--- config.mk ---
export PLATFORM = sky130hd
export DESIGN_NAME = mrema_top
export DESIGN_NICKNAME = d
export VERILOG_FILES = /design/src/rtl/mrema_pkg.sv /design/src/rtl/mrema_top.sv
export VERILOG_INCLUDE_DIRS = /design/src /design/src/rtl
export SDC_FILE = /design/constraint.sdc
export NUM_CORES = 1
export LEC_CHECK = 0
export ABC_AREA = 1
export BUFFER_PORTS_ARGS = -buffer_cell sky130_fd_sc_hd__buf_4
export CAP_MARGIN = 20
export CORE_MARGIN = 2
export CORE_UTILIZATION = 50
export DETAILED_ROUTE_END_ITERATION = 10
export GPL_TIMING_DRIVEN = 0
export MAX_ROUTING_LAYER = met4
export PLACE_DENSITY = 0.71
export SLEW_MARGIN = 10
export SYNTH_ARGS = -nofsm -noshare
export SYNTH_HDL_FRONTEND = slang
export SYNTH_SLANG_ARGS = --single-unit
--- constraint.sdc ---
create_clock -name i_clock -period 5.6 [get_ports i_clock]
set_input_delay 0.84 -clock i_clock [delete_from_list [all_inputs] [get_ports i_clock]]
set_output_delay 0.84 -clock i_clock [all_outputs]
set_load 0.01 [all_outputs]
--- src/rtl/mrema_cfg.svh ---
// Purpose: Offsets, field positions, reset values and timing counts
// Assumes: 125 MHz core clock, 10 Mb/s medium (100 ns bit time)
// Notes:   Definitions only
`ifndef MREMA_CFG_SVH
`define MREMA_CFG_SVH
// Register byte offsets
`define MREMA_RX_EVENT_OFS    5'h00
`define MREMA_RX_CONTROL_OFS  5'h04
`define MREMA_RX_CONFIG_OFS   5'h08
`define MREMA_TX_EVENT_OFS    5'h0c
`define MREMA_TX_COMMAND_OFS  5'h10
`define MREMA_LINE_CONTROL_OFS 5'h14
`define MREMA_TEST_CONTROL_OFS 5'h18
// Field positions
`define MREMA_DRIBBLE_BIT     7
`define MREMA_CRC_BIT         12
`define MREMA_SHORT_BIT       13
`define MREMA_OVERSIZE_BIT    14
`define MREMA_SQE_ERR_BIT     7
`define MREMA_LATE_BIT        9
`define MREMA_COLL_LO         11
`define MREMA_EXCESS_BIT      15
`define MREMA_SINGLE_BIT      9
`define MREMA_AUI_BIT         8
`define MREMA_MOD_BACKOFF_BIT 11
`define MREMA_SIMPLE_DEF_BIT  13
`define MREMA_BACKOFF_DIS_BIT 11
// Reset values
`define MREMA_CTRL_RESET      16'h0000
`define MREMA_LFSR_SEED       16'hace1
// Times in their own units
`define MREMA_CLK_NS          8
`define MREMA_BIT_NS          100
`define MREMA_IPG_NS          9600
`define MREMA_IPG_PART1_NS    6400
// Counts in bit times, then the attempt limit and backoff exponents
`define MREMA_IPG_BITS        (`MREMA_IPG_NS / `MREMA_BIT_NS)
`define MREMA_PART1_BITS      (`MREMA_IPG_PART1_NS / `MREMA_BIT_NS)
`define MREMA_PREAMBLE_BITS   64
`define MREMA_SLOT_BITS       512
`define MREMA_JAM_BITS        32
`define MREMA_SQE_BITS        64
`define MREMA_MAX_ATTEMPTS    16
`define MREMA_BACKOFF_KMAX    10
`define MREMA_MOD_BACKOFF_K   3
// Frame size limits in bytes
`define MREMA_MIN_FRAME       64
`define MREMA_MAX_FRAME       1518
`endif

--- src/rtl/mrema_pkg.sv ---
// Purpose: Types shared by the media access block
// Assumes: Nothing beyond the configuration header
// Notes:   States and result carriers
`default_nettype none
package mrema_pkg;
  typedef enum logic [2:0] {
    ST_DEFER, ST_XMIT, ST_JAM, ST_BACKOFF, ST_SQE
  } mrema_state_e;
  typedef struct packed {
    logic done;
    logic drop;
    logic late;
    logic excess;
  } mrema_tx_res_s;
  typedef struct packed {
    logic valid;
    logic keep;
    logic align_err;
    logic irq_req;
  } mrema_rx_res_s;
endpackage
`default_nettype wire

--- src/rtl/mrema_top.sv ---
// Purpose: Receive error flags and medium access control of a 10 Mb/s MAC
// Assumes: Carrier sense and collision arrive as asynchronous pins
// Notes:   Registers on Avalon-MM, one wait state per access
// Overview of operation
// Frame under 64 bytes sets short flag; accept keeps it; enable interrupts
// Frame over 1518 bytes sets oversize flag; accept keeps first 1518
// Up to seven trailing bits ignored; any sets the dribble flag
// Dribble plus checksum error on one frame means alignment error
// Carrier sense active means busy; wait for packet end
// Simple deferral select clear gives two-part, set gives simple
// Two-part: activity in first 6.4 us restarts the 9.6 us gap
// Two-part: after 6.4 us quiet, gap expires despite late activity
// On gap expiry transmit only if frame pending and not backing off
// Simple: full 9.6 us gap from carrier drop, no restart
// Collision in preamble: finish preamble, 32-bit zero jam, backoff
// Collision before 512 bits: stop data, jam, then backoff
// Single attempt clear: sixteenth collision sets excessive flag, drops
// Single attempt set: drop after first normal collision
// Collision after 512 bits: jam, drop, late flag, no retry
// After jam wait backoff; modified select picks algorithm
// Standard: r slots of 512 bits, r up to 2^min(n,10)
// Modified: k is 3 for n below 3, else min(n,10)
// Backoff disable: wait only the 9.6 us gap
// Transceiver answers transmission with 5 to 15 bit test burst
// Carrier ignored during the post-transmit signal test window
// Failed checksum sets the checksum error flag
// Collision count of current frame kept in bits B to E
// No collision within 64 bits after AUI transmit sets error
// Free-running LFSR gives random slots; retry count per collision
// Gaps and backoff counted in 100 ns bit times
//
// The implementer's own choices: the register addresses and register access over Avalon-MM.
`include "mrema_cfg.svh"
`default_nettype none
module mrema_top
  import mrema_pkg::*;
(
  input  wire logic        i_clock,
  input  wire logic        i_reset,
  input  wire logic [4:0]  i_avs_address,
  input  wire logic        i_avs_read,
  input  wire logic        i_avs_write,
  input  wire logic [31:0] i_avs_writedata,
  output logic      [31:0] o_avs_readdata,
  output logic             o_avs_waitrequest,
  input  wire logic        i_crs_pin,
  input  wire logic        i_col_pin,
  input  wire logic        i_tx_pending,
  input  wire logic        i_tx_frame_done,
  output logic             o_tx_start,
  output logic             o_tx_active,
  output logic             o_tx_jam,
  output mrema_tx_res_s    o_tx_result,
  input  wire logic        i_rx_active,
  input  wire logic [10:0] i_rx_byte_count,
  input  wire logic [2:0]  i_rx_extra_bits,
  input  wire logic        i_rx_crc_bad,
  input  wire logic        i_rx_frame_end,
  output logic             o_rx_store_stop,
  output mrema_rx_res_s    o_rx_result
);
  mrema_state_e  state_reg, state_next;
  logic [2:0]    crs_sync_reg, col_sync_reg;
  logic          crs_reg, col_reg, crs_eff;
  logic [6:0]    tick_acc_reg;
  logic          bit_tick;
  logic [15:0]   lfsr_reg;
  logic [6:0]    gap_reg;
  logic [10:0]   ph_reg;
  logic          col_seen_reg, late_reg, retry_reg, sqe_ok_reg;
  logic [4:0]    coll_reg;
  logic [19:0]   bo_reg;
  logic          ack_reg, rd_acc, wr_en;
  logic [15:0]   rx_evt_reg, tx_evt_reg, rx_ctl_reg, rx_cfg_reg;
  logic [15:0]   tx_cmd_reg, line_reg, test_reg;
  logic          start_ok, jam_end, drop_now, excess_now, sqe_end;
  logic [4:0]    coll_next;
  logic          rx_short, rx_over, rx_drib;

  // Random slot count: k from retry count, r limited to 0..2^k
  function automatic logic [10:0] backoff_slots(input logic [4:0] n,
      input logic modified, input logic [15:0] rnd);
    logic [3:0]  k;
    logic [11:0] lim;
    logic [11:0] r;
    k = (n > 5'(`MREMA_BACKOFF_KMAX)) ? 4'(`MREMA_BACKOFF_KMAX)
                                      : n[3:0];
    if (modified && n < 5'(`MREMA_MOD_BACKOFF_K))
      k = 4'(`MREMA_MOD_BACKOFF_K);
    lim = 12'h001 << k;
    r = {1'b0, rnd[10:0]} & ((lim << 1) - 12'h001);
    if (r > lim)
      r = r - lim;
    return r[10:0];
  endfunction

  // Three-stage synchronisers; a change counts once stages 2 and 3 agree
  always_ff @(posedge i_clock) begin
    if (i_reset) begin
      crs_sync_reg <= 3'h0;
      col_sync_reg <= 3'h0;
      crs_reg      <= 1'b0;
      col_reg      <= 1'b0;
    end else begin
      crs_sync_reg <= {crs_sync_reg[1:0], i_crs_pin};
      col_sync_reg <= {col_sync_reg[1:0], i_col_pin};
      if (crs_sync_reg[1] == crs_sync_reg[2])
        crs_reg <= crs_sync_reg[2];
      if (col_sync_reg[1] == col_sync_reg[2])
        col_reg <= col_sync_reg[2];
    end
  end

  // Bit-time tick: 12.5 clocks on average, exact over two bits
  always_ff @(posedge i_clock) begin
    if (i_reset)
      tick_acc_reg <= 7'h00;
    else if (bit_tick)
      tick_acc_reg <= tick_acc_reg + 7'(`MREMA_CLK_NS)
                      - 7'(`MREMA_BIT_NS);
    else
      tick_acc_reg <= tick_acc_reg + 7'(`MREMA_CLK_NS);
  end
  assign bit_tick = (tick_acc_reg + 7'(`MREMA_CLK_NS))
                    >= 7'(`MREMA_BIT_NS);

  // Free-running random source at the bit rate
  always_ff @(posedge i_clock) begin
    if (i_reset)
      lfsr_reg <= `MREMA_LFSR_SEED;
    else if (bit_tick)
      lfsr_reg <= {lfsr_reg[14:0], lfsr_reg[15] ^ lfsr_reg[13]
                   ^ lfsr_reg[12] ^ lfsr_reg[10]};
  end

  // Carrier is masked in the signal test window
  assign crs_eff = crs_reg && (state_reg != ST_SQE);

  // Inter-packet gap timer
  always_ff @(posedge i_clock) begin
    if (i_reset)
      gap_reg <= 7'h00;
    else if (state_reg == ST_XMIT || state_reg == ST_JAM)
      gap_reg <= 7'h00;
    else if (crs_eff && (gap_reg == 7'(`MREMA_IPG_BITS)
             || (line_reg[`MREMA_SIMPLE_DEF_BIT] ? gap_reg == 7'h00
             : gap_reg < 7'(`MREMA_PART1_BITS))))
      gap_reg <= 7'h00;
    else if (bit_tick && gap_reg != 7'(`MREMA_IPG_BITS))
      gap_reg <= gap_reg + 7'h01;
  end

  assign start_ok = (state_reg == ST_DEFER) && i_tx_pending
                    && gap_reg == 7'(`MREMA_IPG_BITS);
  assign jam_end = (state_reg == ST_JAM) && bit_tick
                   && ph_reg == 11'(`MREMA_JAM_BITS - 1);
  assign coll_next = coll_reg + 5'h01;
  assign excess_now = coll_next == 5'(`MREMA_MAX_ATTEMPTS);
  assign drop_now = late_reg || excess_now
                    || tx_cmd_reg[`MREMA_SINGLE_BIT];
  assign sqe_end = (state_reg == ST_SQE) && bit_tick
                   && ph_reg == 11'(`MREMA_SQE_BITS - 1);

  // Transmit sequencing
  always_comb begin
    state_next = state_reg;
    case (state_reg)
      ST_DEFER:
        if (start_ok)
          state_next = ST_XMIT;
      ST_XMIT:
        if ((col_reg || col_seen_reg)
            && ph_reg >= 11'(`MREMA_PREAMBLE_BITS))
          state_next = ST_JAM;
        else if (i_tx_frame_done)
          state_next = line_reg[`MREMA_AUI_BIT] ? ST_SQE : ST_DEFER;
      ST_JAM:
        if (jam_end)
          state_next = (drop_now || test_reg[`MREMA_BACKOFF_DIS_BIT])
                       ? ST_DEFER : ST_BACKOFF;
      ST_BACKOFF:
        if (bo_reg == 20'h00000)
          state_next = ST_DEFER;
      ST_SQE:
        if (sqe_end)
          state_next = ST_DEFER;
      default:
        state_next = ST_DEFER;
    endcase
  end

  always_ff @(posedge i_clock) begin
    if (i_reset)
      state_reg <= ST_DEFER;
    else
      state_reg <= state_next;
  end

  // Phase counter in bit times, cleared on every state change
  always_ff @(posedge i_clock) begin
    if (i_reset || state_next != state_reg)
      ph_reg <= 11'h000;
    else if (bit_tick && ph_reg != 11'h7ff)
      ph_reg <= ph_reg + 11'h001;
  end

  // Collision seen during preamble, and late marking at jam entry
  always_ff @(posedge i_clock) begin
    if (i_reset || state_reg != ST_XMIT)
      col_seen_reg <= 1'b0;
    else if (col_reg)
      col_seen_reg <= 1'b1;
  end

  always_ff @(posedge i_clock) begin
    if (i_reset)
      late_reg <= 1'b0;
    else if (state_reg == ST_XMIT && state_next == ST_JAM)
      late_reg <= ph_reg >= 11'(`MREMA_SLOT_BITS);
  end

  // Retry count of the current frame
  always_ff @(posedge i_clock) begin
    if (i_reset) begin
      coll_reg  <= 5'h00;
      retry_reg <= 1'b0;
    end else if (start_ok && !retry_reg) begin
      coll_reg  <= 5'h00;
      retry_reg <= 1'b1;
    end else if (jam_end) begin
      if (!late_reg)
        coll_reg <= coll_next;
      retry_reg <= !drop_now;
    end else if (state_reg == ST_XMIT && i_tx_frame_done
                 && state_next != ST_JAM)
      retry_reg <= 1'b0;
  end

  // Backoff delay in bit times, loaded at jam end
  always_ff @(posedge i_clock) begin
    if (i_reset)
      bo_reg <= 20'h00000;
    else if (jam_end)
      bo_reg <= {backoff_slots(coll_next,
                 line_reg[`MREMA_MOD_BACKOFF_BIT], lfsr_reg),
                 9'h000};
    else if (state_reg == ST_BACKOFF && bit_tick && bo_reg != 20'h00000)
      bo_reg <= bo_reg - 20'h00001;
  end

  // Collision answer seen within the test window
  always_ff @(posedge i_clock) begin
    if (i_reset || state_reg != ST_SQE)
      sqe_ok_reg <= 1'b0;
    else if (col_reg)
      sqe_ok_reg <= 1'b1;
  end

  // Transmit outputs
  always_ff @(posedge i_clock) begin
    if (i_reset) begin
      o_tx_result <= '0;
      o_tx_active <= 1'b0;
      o_tx_jam    <= 1'b0;
    end else begin
      o_tx_result.done   <= state_reg == ST_XMIT && i_tx_frame_done
                            && state_next != ST_JAM;
      o_tx_result.drop   <= jam_end && drop_now;
      o_tx_result.late   <= jam_end && late_reg;
      o_tx_result.excess <= jam_end && !late_reg && excess_now;
      o_tx_active <= state_next == ST_XMIT;
      o_tx_jam    <= state_next == ST_JAM;
    end
  end
  assign o_tx_start = start_ok;

  // Receive checks at frame end
  assign rx_short = i_rx_byte_count < 11'(`MREMA_MIN_FRAME);
  assign rx_over  = i_rx_byte_count > 11'(`MREMA_MAX_FRAME);
  assign rx_drib  = i_rx_extra_bits != 3'h0;

  always_ff @(posedge i_clock) begin
    if (i_reset) begin
      o_rx_result     <= '0;
      o_rx_store_stop <= 1'b0;
    end else begin
      o_rx_result.valid <= i_rx_frame_end;
      o_rx_result.keep  <= i_rx_frame_end
        && !(rx_short && !rx_ctl_reg[`MREMA_SHORT_BIT])
        && !(rx_over && !rx_ctl_reg[`MREMA_OVERSIZE_BIT]);
      o_rx_result.align_err <= i_rx_frame_end && rx_drib
                               && i_rx_crc_bad;
      o_rx_result.irq_req <= i_rx_frame_end
        && ((rx_short && rx_cfg_reg[`MREMA_SHORT_BIT])
        || (rx_over && rx_cfg_reg[`MREMA_OVERSIZE_BIT]));
      o_rx_store_stop <= i_rx_active
        && i_rx_byte_count >= 11'(`MREMA_MAX_FRAME);
    end
  end

  // Avalon slave: one wait state, read data loads on the first edge, write at the edge where ack is high
  assign o_avs_waitrequest = (i_avs_read || i_avs_write) && !ack_reg;
  assign rd_acc = i_avs_read && !ack_reg;
  assign wr_en  = i_avs_write && ack_reg;

  always_ff @(posedge i_clock) begin
    if (i_reset)
      ack_reg <= 1'b0;
    else
      ack_reg <= (i_avs_read || i_avs_write) && !ack_reg;
  end

  always_ff @(posedge i_clock) begin
    if (i_reset)
      o_avs_readdata <= 32'h00000000;
    else if (rd_acc) begin
      case (i_avs_address)
        `MREMA_RX_EVENT_OFS:     o_avs_readdata <= {16'h0000, rx_evt_reg};
        `MREMA_RX_CONTROL_OFS:   o_avs_readdata <= {16'h0000, rx_ctl_reg};
        `MREMA_RX_CONFIG_OFS:    o_avs_readdata <= {16'h0000, rx_cfg_reg};
        `MREMA_TX_EVENT_OFS:     o_avs_readdata <= {16'h0000, tx_evt_reg};
        `MREMA_TX_COMMAND_OFS:   o_avs_readdata <= {16'h0000, tx_cmd_reg};
        `MREMA_LINE_CONTROL_OFS: o_avs_readdata <= {16'h0000, line_reg};
        `MREMA_TEST_CONTROL_OFS: o_avs_readdata <= {16'h0000, test_reg};
        default:                 o_avs_readdata <= 32'h00000000;
      endcase
    end
  end

  // Control registers, only documented bits are writable
  always_ff @(posedge i_clock) begin
    if (i_reset) begin
      rx_ctl_reg <= `MREMA_CTRL_RESET;
      rx_cfg_reg <= `MREMA_CTRL_RESET;
      tx_cmd_reg <= `MREMA_CTRL_RESET;
      line_reg   <= `MREMA_CTRL_RESET;
      test_reg   <= `MREMA_CTRL_RESET;
    end else if (wr_en) begin
      case (i_avs_address)
        `MREMA_RX_CONTROL_OFS:   rx_ctl_reg <= i_avs_writedata[15:0]
                                               & 16'h6000;
        `MREMA_RX_CONFIG_OFS:    rx_cfg_reg <= i_avs_writedata[15:0]
                                               & 16'h6000;
        `MREMA_TX_COMMAND_OFS:   tx_cmd_reg <= i_avs_writedata[15:0]
                                               & 16'h0200;
        `MREMA_LINE_CONTROL_OFS: line_reg   <= i_avs_writedata[15:0]
                                               & 16'h2900;
        `MREMA_TEST_CONTROL_OFS: test_reg   <= i_avs_writedata[15:0]
                                               & 16'h0800;
        default: ;
      endcase
    end
  end

  // Event flags: write one to clear, a new event wins over the clear
  always_ff @(posedge i_clock) begin
    if (i_reset) begin
      rx_evt_reg <= 16'h0000;
      tx_evt_reg <= 16'h0000;
    end else begin
      if (wr_en && i_avs_address == `MREMA_RX_EVENT_OFS)
        rx_evt_reg <= rx_evt_reg & ~i_avs_writedata[15:0];
      if (i_rx_frame_end) begin
        if (rx_short)
          rx_evt_reg[`MREMA_SHORT_BIT] <= 1'b1;
        if (rx_over)
          rx_evt_reg[`MREMA_OVERSIZE_BIT] <= 1'b1;
        if (rx_drib)
          rx_evt_reg[`MREMA_DRIBBLE_BIT] <= 1'b1;
        if (i_rx_crc_bad)
          rx_evt_reg[`MREMA_CRC_BIT] <= 1'b1;
      end
      if (wr_en && i_avs_address == `MREMA_TX_EVENT_OFS)
        tx_evt_reg <= tx_evt_reg & ~(i_avs_writedata[15:0] & 16'h8280);
      tx_evt_reg[`MREMA_COLL_LO +: 4] <= coll_reg[3:0];
      if (jam_end && late_reg)
        tx_evt_reg[`MREMA_LATE_BIT] <= 1'b1;
      if (jam_end && !late_reg && excess_now)
        tx_evt_reg[`MREMA_EXCESS_BIT] <= 1'b1;
      if (sqe_end && !col_reg && !sqe_ok_reg)
        tx_evt_reg[`MREMA_SQE_ERR_BIT] <= 1'b1;
    end
  end
endmodule // mrema_top
`default_nettype wire

==> metrics.cfg <==
[status]
status = finished clean

[cells_and_area]
largest_reg_flops = 20
nFillCells = 1408
nets = 1255
antennaDiodeCount = 0
area.growth.synth_to_final_pct = 19.9
drive_above_1_share_pct = 14.5

[critical_path]
cp_max_fo = 10
critPathMaxStageDelay_ps = 430
end_kind = flop
path_delay_family = simple AND/OR/NAND/NOR gates
path_buf_inv = 3
startpoint_type = flop
cp_slowest_cell = dfxtp_1
cp_data_arrival_time_ps = 4740
path_class = flop to flop
crit_required_ps = 5900
path_common_cell = nand2_1

[sta]
worst_slew_pin_slew_ps = 791
setup_tns_ps = 0
final-max-slew-violation-count = 0
fin_skew_ps = 11.4
post-route-period-util_pct = 79.2
slew_headroom_pct = 47.3
fmax_mhz = 226
hold_viol = 0
fin_crit_ps = 4430
setup_viol = 0
rsz0062_at_grt = no

[routing]
routed_wl_um = 19100
first_pass_iters = 5
via_count = 7147
ant_nets = 0
drt_iter0_drc = 533
drc = 0
avgRoutedWirePerCell_um = 14.0
via_per_inst = 5.24

[floorplanning]
die_y_um = 126
io_pins = 107
start_util_pct = 51.4
die-area_um2 = 15900
die_w_um = 126
fp.coreArea_um2 = 14500
num_rows = 44

[power_and_ir_drop]
p_leak_nw = 4.10
powerDensity_nw_per_um2 = 263
p_total_mw = 2.36
ir_drop_v = 0.000223

[synthesis]
synth.ff_latch_count = 139
syn_inst = 1060
synth_top_flop_cell = dfxtp_1
synth_area_leader_cell = dfxtp_1
synth_top_family_by_area = simple AND/OR/NAND/NOR gates
ys_seq_area_share_pct = 37.3
synth_edf_count = 0
synthAdderAreaFrac_pct = 4.29
synth_async_sr_flop_share_pct = 0
synth_compound_area_share_pct = 14.8
synth.area.top_cells = dfxtp_1, nand2_1, inv_1
syn_area_um2 = 7460
syn_area_per_cell_um2 = 7.04
yosys_warnings = 0
synth_common_cells = nand2_1, inv_1, dfxtp_1
synthXorXnorAreaFrac_pct = 3.62
yosysTopAreaCellShare_pct = 37.3
yosysMostFrequentCell = nand2_1
synth.mux.area_fraction_pct = 0
synth_cell_types = 55
synthSimpleGateAreaFrac_pct = 29.0

[cts]
path_clk_slew_ps = 60
clk_latency_ps = 420
clock-sinks = 139
hold_buffers = 0
cts_max_level = 4
numCtsBuffers = 17
post_cts_buffers = 0
tritoncts = yes
root_buffer = clkbuf_16
cts_resized = 0
clock_path_buffers = 2

[global_route]
grt_overflow_total = 0
grt_usage_pct = 25.1
grt_pass1_wl_um = 31500
antenna_found_initial = 0
grt_max_degree = 17
first_global_vias = 6477

[place]
place_hpwl_um = 14100
place_congestion = 0.957
port_buffers = 74

[worst_hold_path]
hp-class = flop to flop

[job]
cap_viol_max_count = 0

cells by family (layout without fill, tap and decap cells):
group / count (synthesis) / count (layout)
and+or+nand+nor: 471 / 471
xor gates and xnor gates: 30 / 30
AOI/OAI and AO/OA: 201 / 201
other: 1 / 16
buffers and inverters: 193 / 299
DFF: 139 / 139
adders and majority gates: 25 / 25
through the flow:
| step | instance area, um^2 | setup slack, ps | hold slack (ps) | util, % | std cells |
|---|---|---|---|---|---|
| after detailed placement | 8310 | 1170 | 396 | 57.1 | 1333 |
| after floorplan | 7520 | 1900 | 388 | - | 1075 |
| final | 8950 | 1170 | 409 | 61.6 | 1365 |
| after CTS | 8950 | 1150 | 410 | 61.6 | 1365 |
| after global routing | 8950 | 756 | 429 | 61.6 | 1365 |
| after global placement | 8310 | 1280 | 396 | 57.1 | 1333 |
worst paths after layout:
path	from	endpoint	slack (ps)	cells after the start
worst min register to register	col_sync_reg[0]	col_sync_reg[1]	410	2
worst min-delay path	col_sync_reg[0]	col_sync_reg[1]	410	2
worst max register to register	coll_reg[1]	bo_reg[11]	1170	26
worst max-delay path	coll_reg[1]	bo_reg[11]	1170	26
metal layers:
metal,global-route usage [%],vias to the layer above,wire [um]
li1,-,3659,-
met5,-,-,0
met4,8.21,0,342
met3,5.10,30,1080
met1,32.0,3252,8820
met2,39.9,206,8880
power breakdown:
group          internal [mW]  switching (mW)  total (mW)
combinational         0.0528          0.0722       0.125
clock                  0.775           0.448        1.22
sequential              1.00         0.00689        1.01
tightest hold or removal path, cell delays in order (launching register included):
cell     delay (ps)
dfxtp_1         300
inv_1            40
nor2_1           30
placed cells by master (no fill, tap or decap), drive strengths merged, types with 2 or more instances in the layout:
cell type / n
nand2: 216
inv: 153
dfxtp: 139
nor2: 119
buf: 103
a21oi: 81
o21ai: 79
nand3: 69
clkbuf: 35
nand4: 29
nor3: 27
ha: 24
xor2: 18
conb: 16
a31oi: 14
xnor2: 12
o211ai: 7
nand3b: 4
a22o: 4
bufinv: 4
o22ai: 3
and2: 3
o31ai: 2
a311oi: 2
a31o: 2
clkinvlp: 2
a21boi: 2
nor4: 2
clkinv: 2
area by class of cell:
class	count	area, um^2	area share [%]
Timing Repair Buffer	74	556	6.21
Multi-Input combinational cell	743	3920	43.8
Clock inverter	12	184	2.06
Inverter	149	564	6.31
Sequential cell	139	2780	31.1
Clock buffer	20	457	5.10
Tap cell	184	230	2.57
Buffer	44	255	2.85
(Power assumes the default switching activity.)
